### config.mk
export PLATFORM = sky130hd
export DESIGN_NAME = esp_frame_ctrl
export DESIGN_NICKNAME = d
export VERILOG_FILES = /design/src/hw/esp_pkg.sv /design/src/hw/esp_frame_ctrl.sv /design/src/hw/esp_sync.sv
export VERILOG_INCLUDE_DIRS = /design/src /design/src/hw
export SDC_FILE = /design/constraint.sdc
export NUM_CORES = 1
export LEC_CHECK = 0
export BUFFER_PORTS_ARGS = -buffer_cell sky130_fd_sc_hd__buf_2
export CORE_MARGIN = 2
export CORE_UTILIZATION = 41
export CTS_CLUSTER_SIZE = 12
export DETAILED_ROUTE_END_ITERATION = 16
export GPL_ROUTABILITY_DRIVEN = 0
export GPL_TIMING_DRIVEN = 0
export PLACE_DENSITY = 0.8
export REMOVE_ABC_BUFFERS = 1
export SKIP_LAST_GASP = 1
export SYNTH_ARGS = -nofsm -noshare
export SYNTH_HDL_FRONTEND = slang
export SYNTH_HIERARCHICAL = 1
export SYNTH_SLANG_ARGS = --single-unit
### constraint.sdc
create_clock -name pclk -period 4.7 [get_ports pclk]
set_input_delay 0.705 -clock pclk [delete_from_list [all_inputs] [get_ports pclk]]
set_output_delay 0.705 -clock pclk [all_outputs]
set_load 0.05 [all_outputs]
### src/hw/esp_map.svh
`ifndef ESP_MAP_SVH
`define ESP_MAP_SVH

`define ESP_ADDR(i)        ({6'h00, (i), 2'b00})
`define ESP_CMD_IDX        24'hFF_E261
`define ESP_CTL_IDX        24'hFF_E262
`define ESP_STAT_IDX       24'hFF_E270
`define ESP_MASK_IDX       24'hFF_E271
`define ESP_AUX_IDX        24'hFF_E272

`define ESP_CMD_SEL_BIT    0
`define ESP_CMD_EOF_BIT    1
`define ESP_CMD_RESET      8'h00
`define ESP_CMD_EOF_RESET  1'b0
`define ESP_CMD_SEL_RESET  1'b0
`define ESP_CTL_RESET      8'h00
`define ESP_EV_RESET       7'h00
`define ESP_AUX_SEL_OUT    0

`define ESP_BITS_PER_BYTE  4'h8
`define ESP_CNT_RESET      4'h0

`endif

### src/hw/esp_pkg.sv
`default_nettype none
package esp_pkg;

  typedef enum logic [1:0] {
    ESP_DISABLED,
    ESP_RX_ONLY,
    ESP_TX_ONLY,
    ESP_TX_RX
  } esp_mode_e;

  typedef struct packed {
    logic data_irq_enable;
    logic enable_pair_high;
    logic baud_gen_control;
    logic phase;
    logic clock_polarity;
    logic wire_or;
    logic master_enable;
    logic enable_pair_low;
  } esp_ctl_s;

  typedef struct packed {
    logic frame_done;
    logic rx_overrun_flag;
    logic abort_flag;
    logic collision_flag;
    logic tx_underrun_flag;
    logic rx_full_flag;
    logic tx_empty_flag;
  } esp_events_s;

endpackage
`default_nettype wire

### src/hw/esp_frame_ctrl.sv
`default_nettype none
`include "esp_map.svh"
module esp_frame_ctrl
  import esp_pkg::*;
(
  input  wire logic        pclk,
  input  wire logic        presetn,
  // apb slave
  input  wire logic        psel,
  input  wire logic        penable,
  input  wire logic        pwrite,
  input  wire logic [31:0] paddr,
  input  wire logic [31:0] pwdata,
  output logic      [31:0] prdata,
  output logic             pready,
  output logic             pslverr,
  // dma side
  input  wire logic        dma_select_strobe,
  input  wire logic        dma_select_value,
  input  wire logic        dma_frame_end_strobe,
  // shifter side, same clock
  input  wire logic        tx_start,
  input  wire logic        tx_bit,
  input  wire esp_events_s ev_in,
  output logic             rx_bit,
  output logic             select_in,
  output esp_mode_e        port_mode,
  output esp_ctl_s         ctl_out,
  output logic             irq,
  // pins
  input  wire logic        sck_in,
  output logic             sck_out,
  output logic             sck_oe,
  input  wire logic        mosi_in,
  output logic             mosi_out,
  output logic             mosi_oe,
  input  wire logic        miso_in,
  output logic             miso_out,
  output logic             miso_oe,
  input  wire logic        ss_in,
  output logic             ss_out,
  output logic             ss_oe
);

  esp_ctl_s    ctl_reg;
  esp_events_s status_reg;
  esp_events_s mask_reg;
  logic        frame_end_flag_reg;
  logic        select_value_reg;
  logic        select_is_output_reg;
  logic [3:0]  edge_cnt_reg;
  logic        busy_reg;
  logic        sck_prev_reg;
  logic [3:0]  pins_sync;
  logic        sck_s;
  logic        mosi_s;
  logic        miso_s;
  logic        ss_s;

  logic        wr_en;
  logic        rd_en;
  logic        hit_cmd;
  logic        hit_ctl;
  logic        hit_stat;
  logic        hit_mask;
  logic        hit_aux;
  logic        hit_any;
  logic        trail_edge;
  logic        byte_done;
  logic        last_done;
  logic        master_tx;
  esp_events_s ev_all;
  esp_events_s irq_gate;
  logic [31:0] rdata_next;

  // ---------------------------------------------------------------
  // pin inputs cross into pclk through two flops
  esp_sync #(
    .W (4)
  ) u_pin_sync (
    .pclk    (pclk),
    .presetn (presetn),
    .d       ({sck_in, mosi_in, miso_in, ss_in}),
    .q       (pins_sync)
  );

  assign sck_s  = pins_sync[3];
  assign mosi_s = pins_sync[2];
  assign miso_s = pins_sync[1];
  assign ss_s   = pins_sync[0];

  // ---------------------------------------------------------------
  // apb decode; zero wait states, so every access ends in one
  // access cycle
  assign hit_cmd  = (paddr == `ESP_ADDR(`ESP_CMD_IDX));
  assign hit_ctl  = (paddr == `ESP_ADDR(`ESP_CTL_IDX));
  assign hit_stat = (paddr == `ESP_ADDR(`ESP_STAT_IDX));
  assign hit_mask = (paddr == `ESP_ADDR(`ESP_MASK_IDX));
  assign hit_aux  = (paddr == `ESP_ADDR(`ESP_AUX_IDX));
  assign hit_any  = hit_cmd | hit_ctl | hit_stat | hit_mask | hit_aux;

  assign wr_en  = psel & penable & pwrite & hit_any;
  assign rd_en  = psel & penable & ~pwrite & hit_any;
  assign pready = 1'b1;
  // unmapped addresses answer with an error and no side effect
  assign pslverr = psel & penable & ~hit_any;

  // ---------------------------------------------------------------
  // port control: plain eight bit read-write register
  always_ff @(posedge pclk or negedge presetn) begin
    if (!presetn) begin
      ctl_reg <= esp_ctl_s'(`ESP_CTL_RESET);
    end else if (wr_en && hit_ctl) begin
      ctl_reg <= esp_ctl_s'(pwdata[7:0]);
    end
  end

  assign ctl_out = ctl_reg;

  // enable pair bits sit at 6 and 0; their code is the mode
  assign port_mode = esp_mode_e'({ctl_reg.enable_pair_high,
                                  ctl_reg.enable_pair_low});

  // ---------------------------------------------------------------
  // select direction lives in an auxiliary register
  always_ff @(posedge pclk or negedge presetn) begin
    if (!presetn) begin
      select_is_output_reg <= 1'b0;
    end else if (wr_en && hit_aux) begin
      select_is_output_reg <= pwdata[`ESP_AUX_SEL_OUT];
    end
  end

  // ---------------------------------------------------------------
  // byte tracking on the sampled serial clock.
  // the trailing edge of each bit cell is falling when the clock
  // idles low, rising when it idles high; eight of them end a byte
  always_ff @(posedge pclk or negedge presetn) begin
    if (!presetn) begin
      sck_prev_reg <= 1'b0;
    end else begin
      sck_prev_reg <= sck_s;
    end
  end

  assign trail_edge = ctl_reg.clock_polarity ?
                      (sck_s & ~sck_prev_reg) :
                      (~sck_s & sck_prev_reg);

  assign master_tx = ctl_reg.master_enable &
                     ((port_mode == ESP_TX_ONLY) ||
                      (port_mode == ESP_TX_RX) ||
                      (port_mode == ESP_RX_ONLY));

  always_ff @(posedge pclk or negedge presetn) begin
    if (!presetn) begin
      busy_reg     <= 1'b0;
      edge_cnt_reg <= `ESP_CNT_RESET;
    end else if (!master_tx) begin
      // disabling the port drops a byte in flight
      busy_reg     <= 1'b0;
      edge_cnt_reg <= `ESP_CNT_RESET;
    end else if (tx_start && !busy_reg) begin
      busy_reg     <= 1'b1;
      edge_cnt_reg <= `ESP_CNT_RESET;
    end else if (busy_reg && trail_edge) begin
      if (edge_cnt_reg == `ESP_BITS_PER_BYTE - 4'h1) begin
        busy_reg     <= 1'b0;
        edge_cnt_reg <= `ESP_CNT_RESET;
      end else begin
        edge_cnt_reg <= edge_cnt_reg + 4'h1;
      end
    end
  end

  assign byte_done = busy_reg & trail_edge &
                     (edge_cnt_reg == `ESP_BITS_PER_BYTE - 4'h1);

  // only a master ends frames on its own
  assign last_done = byte_done & frame_end_flag_reg &
                     ctl_reg.master_enable;

  // ---------------------------------------------------------------
  // frame command: end-of-frame flag. a set from dma or bus in the
  // same cycle as the automatic clear wins, so no frame end is lost
  always_ff @(posedge pclk or negedge presetn) begin
    if (!presetn) begin
      frame_end_flag_reg <= `ESP_CMD_EOF_RESET;
    end else if (dma_frame_end_strobe) begin
      frame_end_flag_reg <= 1'b1;
    end else if (wr_en && hit_cmd) begin
      frame_end_flag_reg <= pwdata[`ESP_CMD_EOF_BIT];
    end else if (last_done) begin
      frame_end_flag_reg <= 1'b0;
    end
  end

  // select value: dma strobe beats a bus write, both beat the
  // toggle at frame end
  always_ff @(posedge pclk or negedge presetn) begin
    if (!presetn) begin
      select_value_reg <= `ESP_CMD_SEL_RESET;
    end else if (dma_select_strobe) begin
      select_value_reg <= dma_select_value;
    end else if (wr_en && hit_cmd) begin
      select_value_reg <= pwdata[`ESP_CMD_SEL_BIT];
    end else if (last_done) begin
      select_value_reg <= ~select_value_reg;
    end
  end

  // ---------------------------------------------------------------
  // interrupt status: sticky, cleared by a read. only the bits the
  // read returned are cleared, so an event during the read survives
  always_comb begin
    ev_all            = ev_in;
    ev_all.frame_done = last_done;
  end

  always_ff @(posedge pclk or negedge presetn) begin
    if (!presetn) begin
      status_reg <= esp_events_s'(`ESP_EV_RESET);
    end else if (rd_en && hit_stat) begin
      status_reg <= (status_reg & ~esp_events_s'(prdata[6:0])) | ev_all;
    end else begin
      status_reg <= status_reg | ev_all;
    end
  end

  always_ff @(posedge pclk or negedge presetn) begin
    if (!presetn) begin
      mask_reg <= esp_events_s'(`ESP_EV_RESET);
    end else if (wr_en && hit_mask) begin
      mask_reg <= esp_events_s'(pwdata[6:0]);
    end
  end

  // data events pass only with the data enable; errors always pass
  always_comb begin
    irq_gate                  = mask_reg;
    irq_gate.tx_empty_flag    = mask_reg.tx_empty_flag &
                                ctl_reg.data_irq_enable;
    irq_gate.rx_full_flag     = mask_reg.rx_full_flag &
                                ctl_reg.data_irq_enable;
    irq_gate.tx_underrun_flag = mask_reg.tx_underrun_flag;
    irq_gate.collision_flag   = mask_reg.collision_flag;
    irq_gate.abort_flag       = mask_reg.abort_flag;
    irq_gate.rx_overrun_flag  = mask_reg.rx_overrun_flag;
  end

  always_ff @(posedge pclk or negedge presetn) begin
    if (!presetn) begin
      irq <= 1'b0;
    end else begin
      irq <= |(status_reg & irq_gate);
    end
  end

  // ---------------------------------------------------------------
  // read data; reserved command bits always read zero
  always_comb begin
    rdata_next = 32'h0000_0000;
    if (hit_cmd) begin
      rdata_next[`ESP_CMD_EOF_BIT] = frame_end_flag_reg;
      rdata_next[`ESP_CMD_SEL_BIT] = select_value_reg;
    end else if (hit_ctl) begin
      rdata_next[7:0] = ctl_reg;
    end else if (hit_stat) begin
      rdata_next[6:0] = status_reg;
    end else if (hit_mask) begin
      rdata_next[6:0] = mask_reg;
    end else if (hit_aux) begin
      rdata_next[`ESP_AUX_SEL_OUT] = select_is_output_reg;
    end
  end

  // registered in the setup cycle so data is stable in access
  always_ff @(posedge pclk or negedge presetn) begin
    if (!presetn) begin
      prdata <= 32'h0000_0000;
    end else if (psel && !penable && !pwrite) begin
      prdata <= rdata_next;
    end
  end

  // ---------------------------------------------------------------
  // pin drive. in wire-or mode a pin only ever pulls low.
  always_ff @(posedge pclk or negedge presetn) begin
    if (!presetn) begin
      sck_out <= 1'b0;
      sck_oe  <= 1'b0;
    end else begin
      // idle level of the clock follows polarity
      sck_out <= ctl_reg.clock_polarity;
      sck_oe  <= ctl_reg.master_enable &
                 (~ctl_reg.wire_or | ~ctl_reg.clock_polarity);
    end
  end

  always_ff @(posedge pclk or negedge presetn) begin
    if (!presetn) begin
      mosi_out <= 1'b0;
      mosi_oe  <= 1'b0;
      miso_out <= 1'b0;
      miso_oe  <= 1'b0;
    end else begin
      mosi_out <= tx_bit;
      miso_out <= tx_bit;
      mosi_oe  <= ctl_reg.master_enable &
                  (~ctl_reg.wire_or | ~tx_bit);
      miso_oe  <= ~ctl_reg.master_enable &
                  (port_mode != ESP_DISABLED) &
                  (~ctl_reg.wire_or | ~tx_bit);
    end
  end

  // data in is taken from the pin the master flag selects
  always_ff @(posedge pclk or negedge presetn) begin
    if (!presetn) begin
      rx_bit    <= 1'b0;
      select_in <= 1'b0;
    end else begin
      rx_bit    <= ctl_reg.master_enable ? miso_s : mosi_s;
      select_in <= ss_s;
    end
  end

  // the stored select value reaches the pin only while it outputs
  always_ff @(posedge pclk or negedge presetn) begin
    if (!presetn) begin
      ss_out <= 1'b0;
      ss_oe  <= 1'b0;
    end else begin
      ss_out <= select_value_reg;
      ss_oe  <= select_is_output_reg & ctl_reg.master_enable &
                (~ctl_reg.wire_or | ~select_value_reg);
    end
  end

endmodule // esp_frame_ctrl
`default_nettype wire

### src/hw/esp_sync.sv
`default_nettype none
module esp_sync #(
  parameter int W = 1
) (
  input  wire logic         pclk,
  input  wire logic         presetn,
  input  wire logic [W-1:0] d,
  output logic      [W-1:0] q
);
  logic [W-1:0] meta_reg;

  // first stage feeds only the second stage
  always_ff @(posedge pclk or negedge presetn) begin
    if (!presetn) begin
      meta_reg <= '0;
      q        <= '0;
    end else begin
      meta_reg <= d;
      q        <= meta_reg;
    end
  end
endmodule // esp_sync
`default_nettype wire

==> results of run 1 <==
## worst paths after layout
| kind | cells after the start | to | from |
|---|---|---|---|
| setup / recovery | 6 | pslverr | paddr[13] |
| hold / removal | 0 | u_pin_sync/q[3] | u_pin_sync/meta_reg[3] |
| setup reg to reg | 4 | edge_cnt_reg[3] | ctl_out[3] |
| hold reg to reg | 0 | u_pin_sync/q[3] | u_pin_sync/meta_reg[3] |
| max in group asynchronous | 1 | prdata[3] | presetn |
| min in group asynchronous | 1 | mosi_oe | presetn |
## cell usage in the layout (no fill, tap or decap), types with 3 or more instances in the layout
master / netlist / layout
mux2i_1: 3 / 3
nor4_1: 3 / 3
nor4b_1: 3 / 3
nor3_4: 3 / 3
mux2_2: 17 / 17
and4_1: 3 / 3
nand2_1: 23 / 23
nor2_1: 14 / 14
inv_1: 6 / 6
nand3_1: 6 / 6
buf_2: 4 / 89
a221o_1: 3 / 3
a21oi_1: 8 / 8
a21o_1: 6 / 6
a22o_1: 3 / 3
clkbuf_8: 0 / 12
o21ai_0: 14 / 14
conb_1: 2 / 25
and4bb_2: 4 / 4
nor3_1: 3 / 3
and4b_1: 3 / 3
dfrtp_1: 57 / 57
## report_power, final
| part | internal, mW | total [mW] | switching, mW |
|---|---|---|---|
| clock network | 0.288 | 0.468 | 0.180 |
| registers | 0.498 | 0.500 | 0.00265 |
| logic | 0.0272 | 0.114 | 0.0870 |
## per-layer routing
| metal | vias to the layer above | share of wire, % |
|---|---|---|
| met5 | - | 0 |
| met4 | 0 | 1.8 |
| met3 | 10 | 7.9 |
| met2 | 96 | 48 |
| met1 | 1078 | 42 |
| li1 | 1035 | - |
## layout make-up
| type | count | share of cell area, % |
|---|---|---|
| Clock buffer | 14 | 5.10 |
| Timing Repair Buffer | 89 | 13.2 |
| Inverter | 6 | 0.665 |
| Tap cell | 80 | 2.96 |
| Multi-Input combinational cell | 176 | 35.0 |
| Sequential cell | 57 | 42.1 |
| Clock inverter | 2 | 1.03 |
## cell families (layout without fill, tap and decap cells)
group / Yosys count / in the layout / synth area share, %
and+or+nand+nor: 76 / 76 / 17.2
DFF: 57 / 57 / 51.0
AOI/OAI and AO/OA: 52 / 52 / 12.8
adders and majority gates: 1 / 1 / 0.448
muxes: 20 / 20 / 7.92
xor gates and xnor gates: 2 / 2 / 0.627
other: 2 / 25 / 0.269
buffers and inverters: 42 / 111 / 9.71
## critical path: cells and delay by family
family	cells	cell delay [ns]
and+or+nand+nor	3	0.86
buffers and inverters	2	0.33
AOI/OAI and AO/OA	1	0.15
## metrics by stage
stage | hold slack, ns | power [mW]
floorplan | 0.331 | 0.577
global placement | 0.332 | 0.621
detailed placement | 0.335 | 0.623
CTS | 0.348 | 1.09
global route | 0.352 | 1.12
finish | 0.347 | 1.08
==> results.cfg, run 1 <==
[run_status]
status = finished clean

[place]
detailed_place_hpwl_mm = 4.71
placed_area_um2 = 3180
dp_cells = 408
portBuffers = 89
pre_cts_ws_ns = 1.91

[layout]
final_util_pct = 50.7
seqCellArea_um2 = 1430
drive_gt1_share_pct = 38.1
area_delta_synth_final_pct = 21.1
final_cells = 424
fillers = 618
layout.nets = 425
multi_input_area_um2 = 1180
n_antenna_cell = 0
design_area_um2 = 3390

[critical_path]
crit_required_ns = 3.99
arrival_ns = 2.06
cp-start-kind = input pin
slowest_delay_ns = 0.47
path_class = in2out
crit_top_cell = buf_2
crit_chain = buf_2 > and4bb_2 > nand4_1 > nor2_1 > a31oi_1 > buf_2
worst-path-max-fanout = 8
cp-end-kind = output port
r2r_setup_slack_ns = 3.05
crit_slowest_cell = nor2_1

[yosys]
ys_ff_latch = 57
synth.cell_area_um2 = 2800
synth_cells = 252
synth_top_area_share_pct = 51.0
synth-main-ff-cell = dfrtp_1
synth.largest_area_cell = dfrtp_1
ys_warn_count = 6
synthArstFlopShare_pct = 100
synth_edf_count = 0
synth.most_common_cell = dfrtp_1
synthTopCellsByArea = dfrtp_1, buf_4, mux2_2
synth_area_per_cell_um2 = 11.1
synthTopCellsByCount = dfrtp_1, buf_4, nand2_1
synth-seq-area-share_pct = 51.0
yosys.cell_types.count = 51

[global_route]
grt_util_all_layers_pct = 17.7
grt_use_met1_pct = 21.7
antenna_found_initial = 0
grt_pass1_vias = 2118
use_met2_pct = 29.0
grt_use_met3_pct = 4.95
grt.overflow.total = 0
busiest_layer = met2
grt_pass1_wl_mm = 10.1
grt_start_max_net_pins = 58

[routing]
ant_nets = 0
drc_errors = 0
dr.pass1.iters = 4
drt-total-wl_mm = 6.41
routedWlPerCell_um = 15.1
vias = 2219
drt_iter0_drc = 144
vias_per_cell = 5.23

[sta]
setup_slack_ns = 1.94
tightestPinTransition_ns = 1.24
rsz0062_at_grt = no
fin_skew_ns = 0.00484
slew_violations = 0
slew_headroom_pct = 17.4
setup_viol = 0
fmaxAchievable_mhz = 362
finalCritPeriodShare_pct = 58.8
hold_violations = 0
fin_tns_setup_ns = 0
period_minus_slack_ns = 2.76

[clocking]
cts_buffers = 9
clock_path_buffers = 2
clk_pin_slew_worst_paths_ns = 0.06
cts_root_buffer = clkbuf_8
clock_latency_ns = 0.33
cts.repair.resized = 0
cts_tree = done
post_cts_buffers = 0
clock_sinks = 57
htree_levels = 3
holdBufCountCts = 0

[power_and_ir_drop]
ir_worst_vdd_v = 0.000163
p_leak_nw = 1.70
powerDensity_nw_per_um2 = 320

[job]
drv_cap = 0

[floorplanning]
pin_count = 140
core_um2 = 6680
die_w_um = 86.6
die_h_um = 86.6
start_util_pct = 41.8
placementRows = 30
die_area_um2 = 7490

[worst_hold_path]
hp-class = reg2reg
Note: power is estimated with default switching activity, not from simulation.
==> inputs of run 2 (changes only) <==
Settings changed: ABC_AREA set to 1, PLACE_DENSITY 0.8 to 0.78.
Clock period 4.7 ns to 2.85 ns, I/O delays scaled along.
==> run 2 against run 1 <==
Net effect:
- synthesized cell count increased by 52%
- clock skew about the same
- setup slack got worse by 1.2 ns
- largest cell class unchanged
- combinational power increased by 150%
- sequential power increased by 72%
- count of clock-buffer cells in the layout decreased by 4
==> results.cfg, run 2 <==
[run_status]
status = finished clean

[routing]
vias = 2707
vias_per_cell = 4.66
dr.pass1.iters = 4
ant_nets = 0
routedWlPerCell_um = 11.9
drc_errors = 0
drt-total-wl_mm = 6.90
drt_iter0_drc = 180

[floorplanning]
die_w_um = 92.8
core_um2 = 7690
start_util_pct = 42.1
pin_count = 140
die_area_um2 = 8620
placementRows = 32
die_h_um = 92.8

[yosys]
synth_edf_count = 0
ys_ff_latch = 57
ys_warn_count = 6
synth.largest_area_cell = dfrtp_1
synth.most_common_cell = inv_1
synthTopCellsByArea = dfrtp_1, inv_1, nand2_1
synth.cell_area_um2 = 3240
yosys.cell_types.count = 38
synthArstFlopShare_pct = 100
synthTopCellsByCount = inv_1, nand2_1, dfrtp_1
synth_area_per_cell_um2 = 8.45
synth-main-ff-cell = dfrtp_1
synth-seq-area-share_pct = 44.1
synth_top_area_share_pct = 44.1
synth_cells = 383

[sta]
period_minus_slack_ns = 2.11
tightestPinTransition_ns = 0.698
fin_tns_setup_ns = 0
slew_headroom_pct = 53.5
setup_slack_ns = 0.737
fmaxAchievable_mhz = 473
rsz0062_at_grt = no
slew_violations = 0
setup_viol = 0
fin_skew_ns = 0.00499
hold_violations = 0
finalCritPeriodShare_pct = 74.1

[clocking]
cts_tree = done
clock_latency_ns = 0.33
clk_pin_slew_worst_paths_ns = 0.06
cts.repair.resized = 0
holdBufCountCts = 0
clock_sinks = 57
cts_root_buffer = clkbuf_8
clock_path_buffers = 2
cts_buffers = 9
htree_levels = 3
post_cts_buffers = 0

[place]
dp_cells = 565
portBuffers = 89
detailed_place_hpwl_mm = 5.43
pre_cts_ws_ns = 0.765

[critical_path]
cp-start-kind = input pin
crit_chain = buf_2 > nor2_1 > nand3_2 > nor2_4 > nand2_2 > nor2_4 > nor2_1 > nand2_2 > nor2_1 > buf_2
crit_required_ns = 2.42
worst-path-max-fanout = 4
crit_slowest_cell = buf_2
arrival_ns = 1.69
cp-end-kind = output port
path_class = in2out
slowest_delay_ns = 0.21
crit_top_cell = nor2_1

[layout]
drive_gt1_share_pct = 35.5
area_delta_synth_final_pct = 17.8
final_common_cell = buf_2
n_antenna_cell = 0
layout.nets = 560
layout_common_cells = buf_2, inv_1, nand2_1
final_cells = 581

[power_and_ir_drop]
finalPower_mw = 1.75
p_leak_nw = 2.00
ir_worst_vdd_v = 0.000369
powerDensity_nw_per_um2 = 460

[global_route]
grt_util_all_layers_pct = 17.0
grt_pass1_wl_mm = 11.6
grt.overflow.total = 0
antenna_found_initial = 0
grt_start_max_net_pins = 58
grt_pass1_vias = 2647

[worst_hold_path]
hp-class = in2async

[job]
drv_cap = 0
run 2: power by group:
group	total [mW]	switching (mW)	internal (mW)
sequential	0.862	0.0172	0.845
combinational	0.282	0.211	0.0715
clock	0.610	0.303	0.308
total	1.75	0.531	1.22
run 2: final cells by class:
class,count,area [µm²]
clock buffer,10,128
clock inverter,6,35.0
fill,759,3870
inverter,73,277
multi-input combinational,244,1370
sequential,57,1430
tap,102,128
timing repair buffer,89,448
run 2: worst paths after layout:
path,from,endpoint,slack (ns),cells past startpoint
worst max-delay path,paddr[1],pslverr,0.74,10
worst min-delay path,presetn,u_pin_sync/meta_reg[0],0.14,1
worst max register to register,ctl_out[3],select_value_reg,1.05,12
worst min register to register,u_pin_sync/meta_reg[2],u_pin_sync/q[2],0.35,0
max in group asynchronous,presetn,ctl_out[4],2.24,1
min in group pclk,sck_in,u_pin_sync/meta_reg[3],0.20,1
run 2: critical path: cells and delay by family:
family	cells	cell delay, ns
buf+inv	2	0.32
simple gates	8	0.93
run 2: kinds of logic (layout without fill, tap and decap cells):
kind of cell | Yosys count | in the layout | synth area share [%]
other | 2 | 25 | 0.232
buffers and inverters | 105 | 178 | 16.2
AOI/OAI and AO/OA | 65 | 65 | 13.4
DFF | 57 | 57 | 44.1
adders and majority gates | 1 | 1 | 0.387
and+or+nand+nor | 153 | 153 | 25.7
run 2: metal layers:
layer,GRT usage (%),wire (µm)
met1,21.5,2960
met2,27.8,3280
met3,4.88,563
met4,6.25,90
met5,0,0
run 2: metrics by stage:
step	hold WS (ns)	utilization [%]	area, µm²
final	0.141	49.6	3810
after global routing	0.180	49.6	3810
after CTS	0.181	49.6	3810
after detailed placement	0.335	47.4	3650
after global placement	0.333	47.4	3650
after floorplan	0.132	-	3070
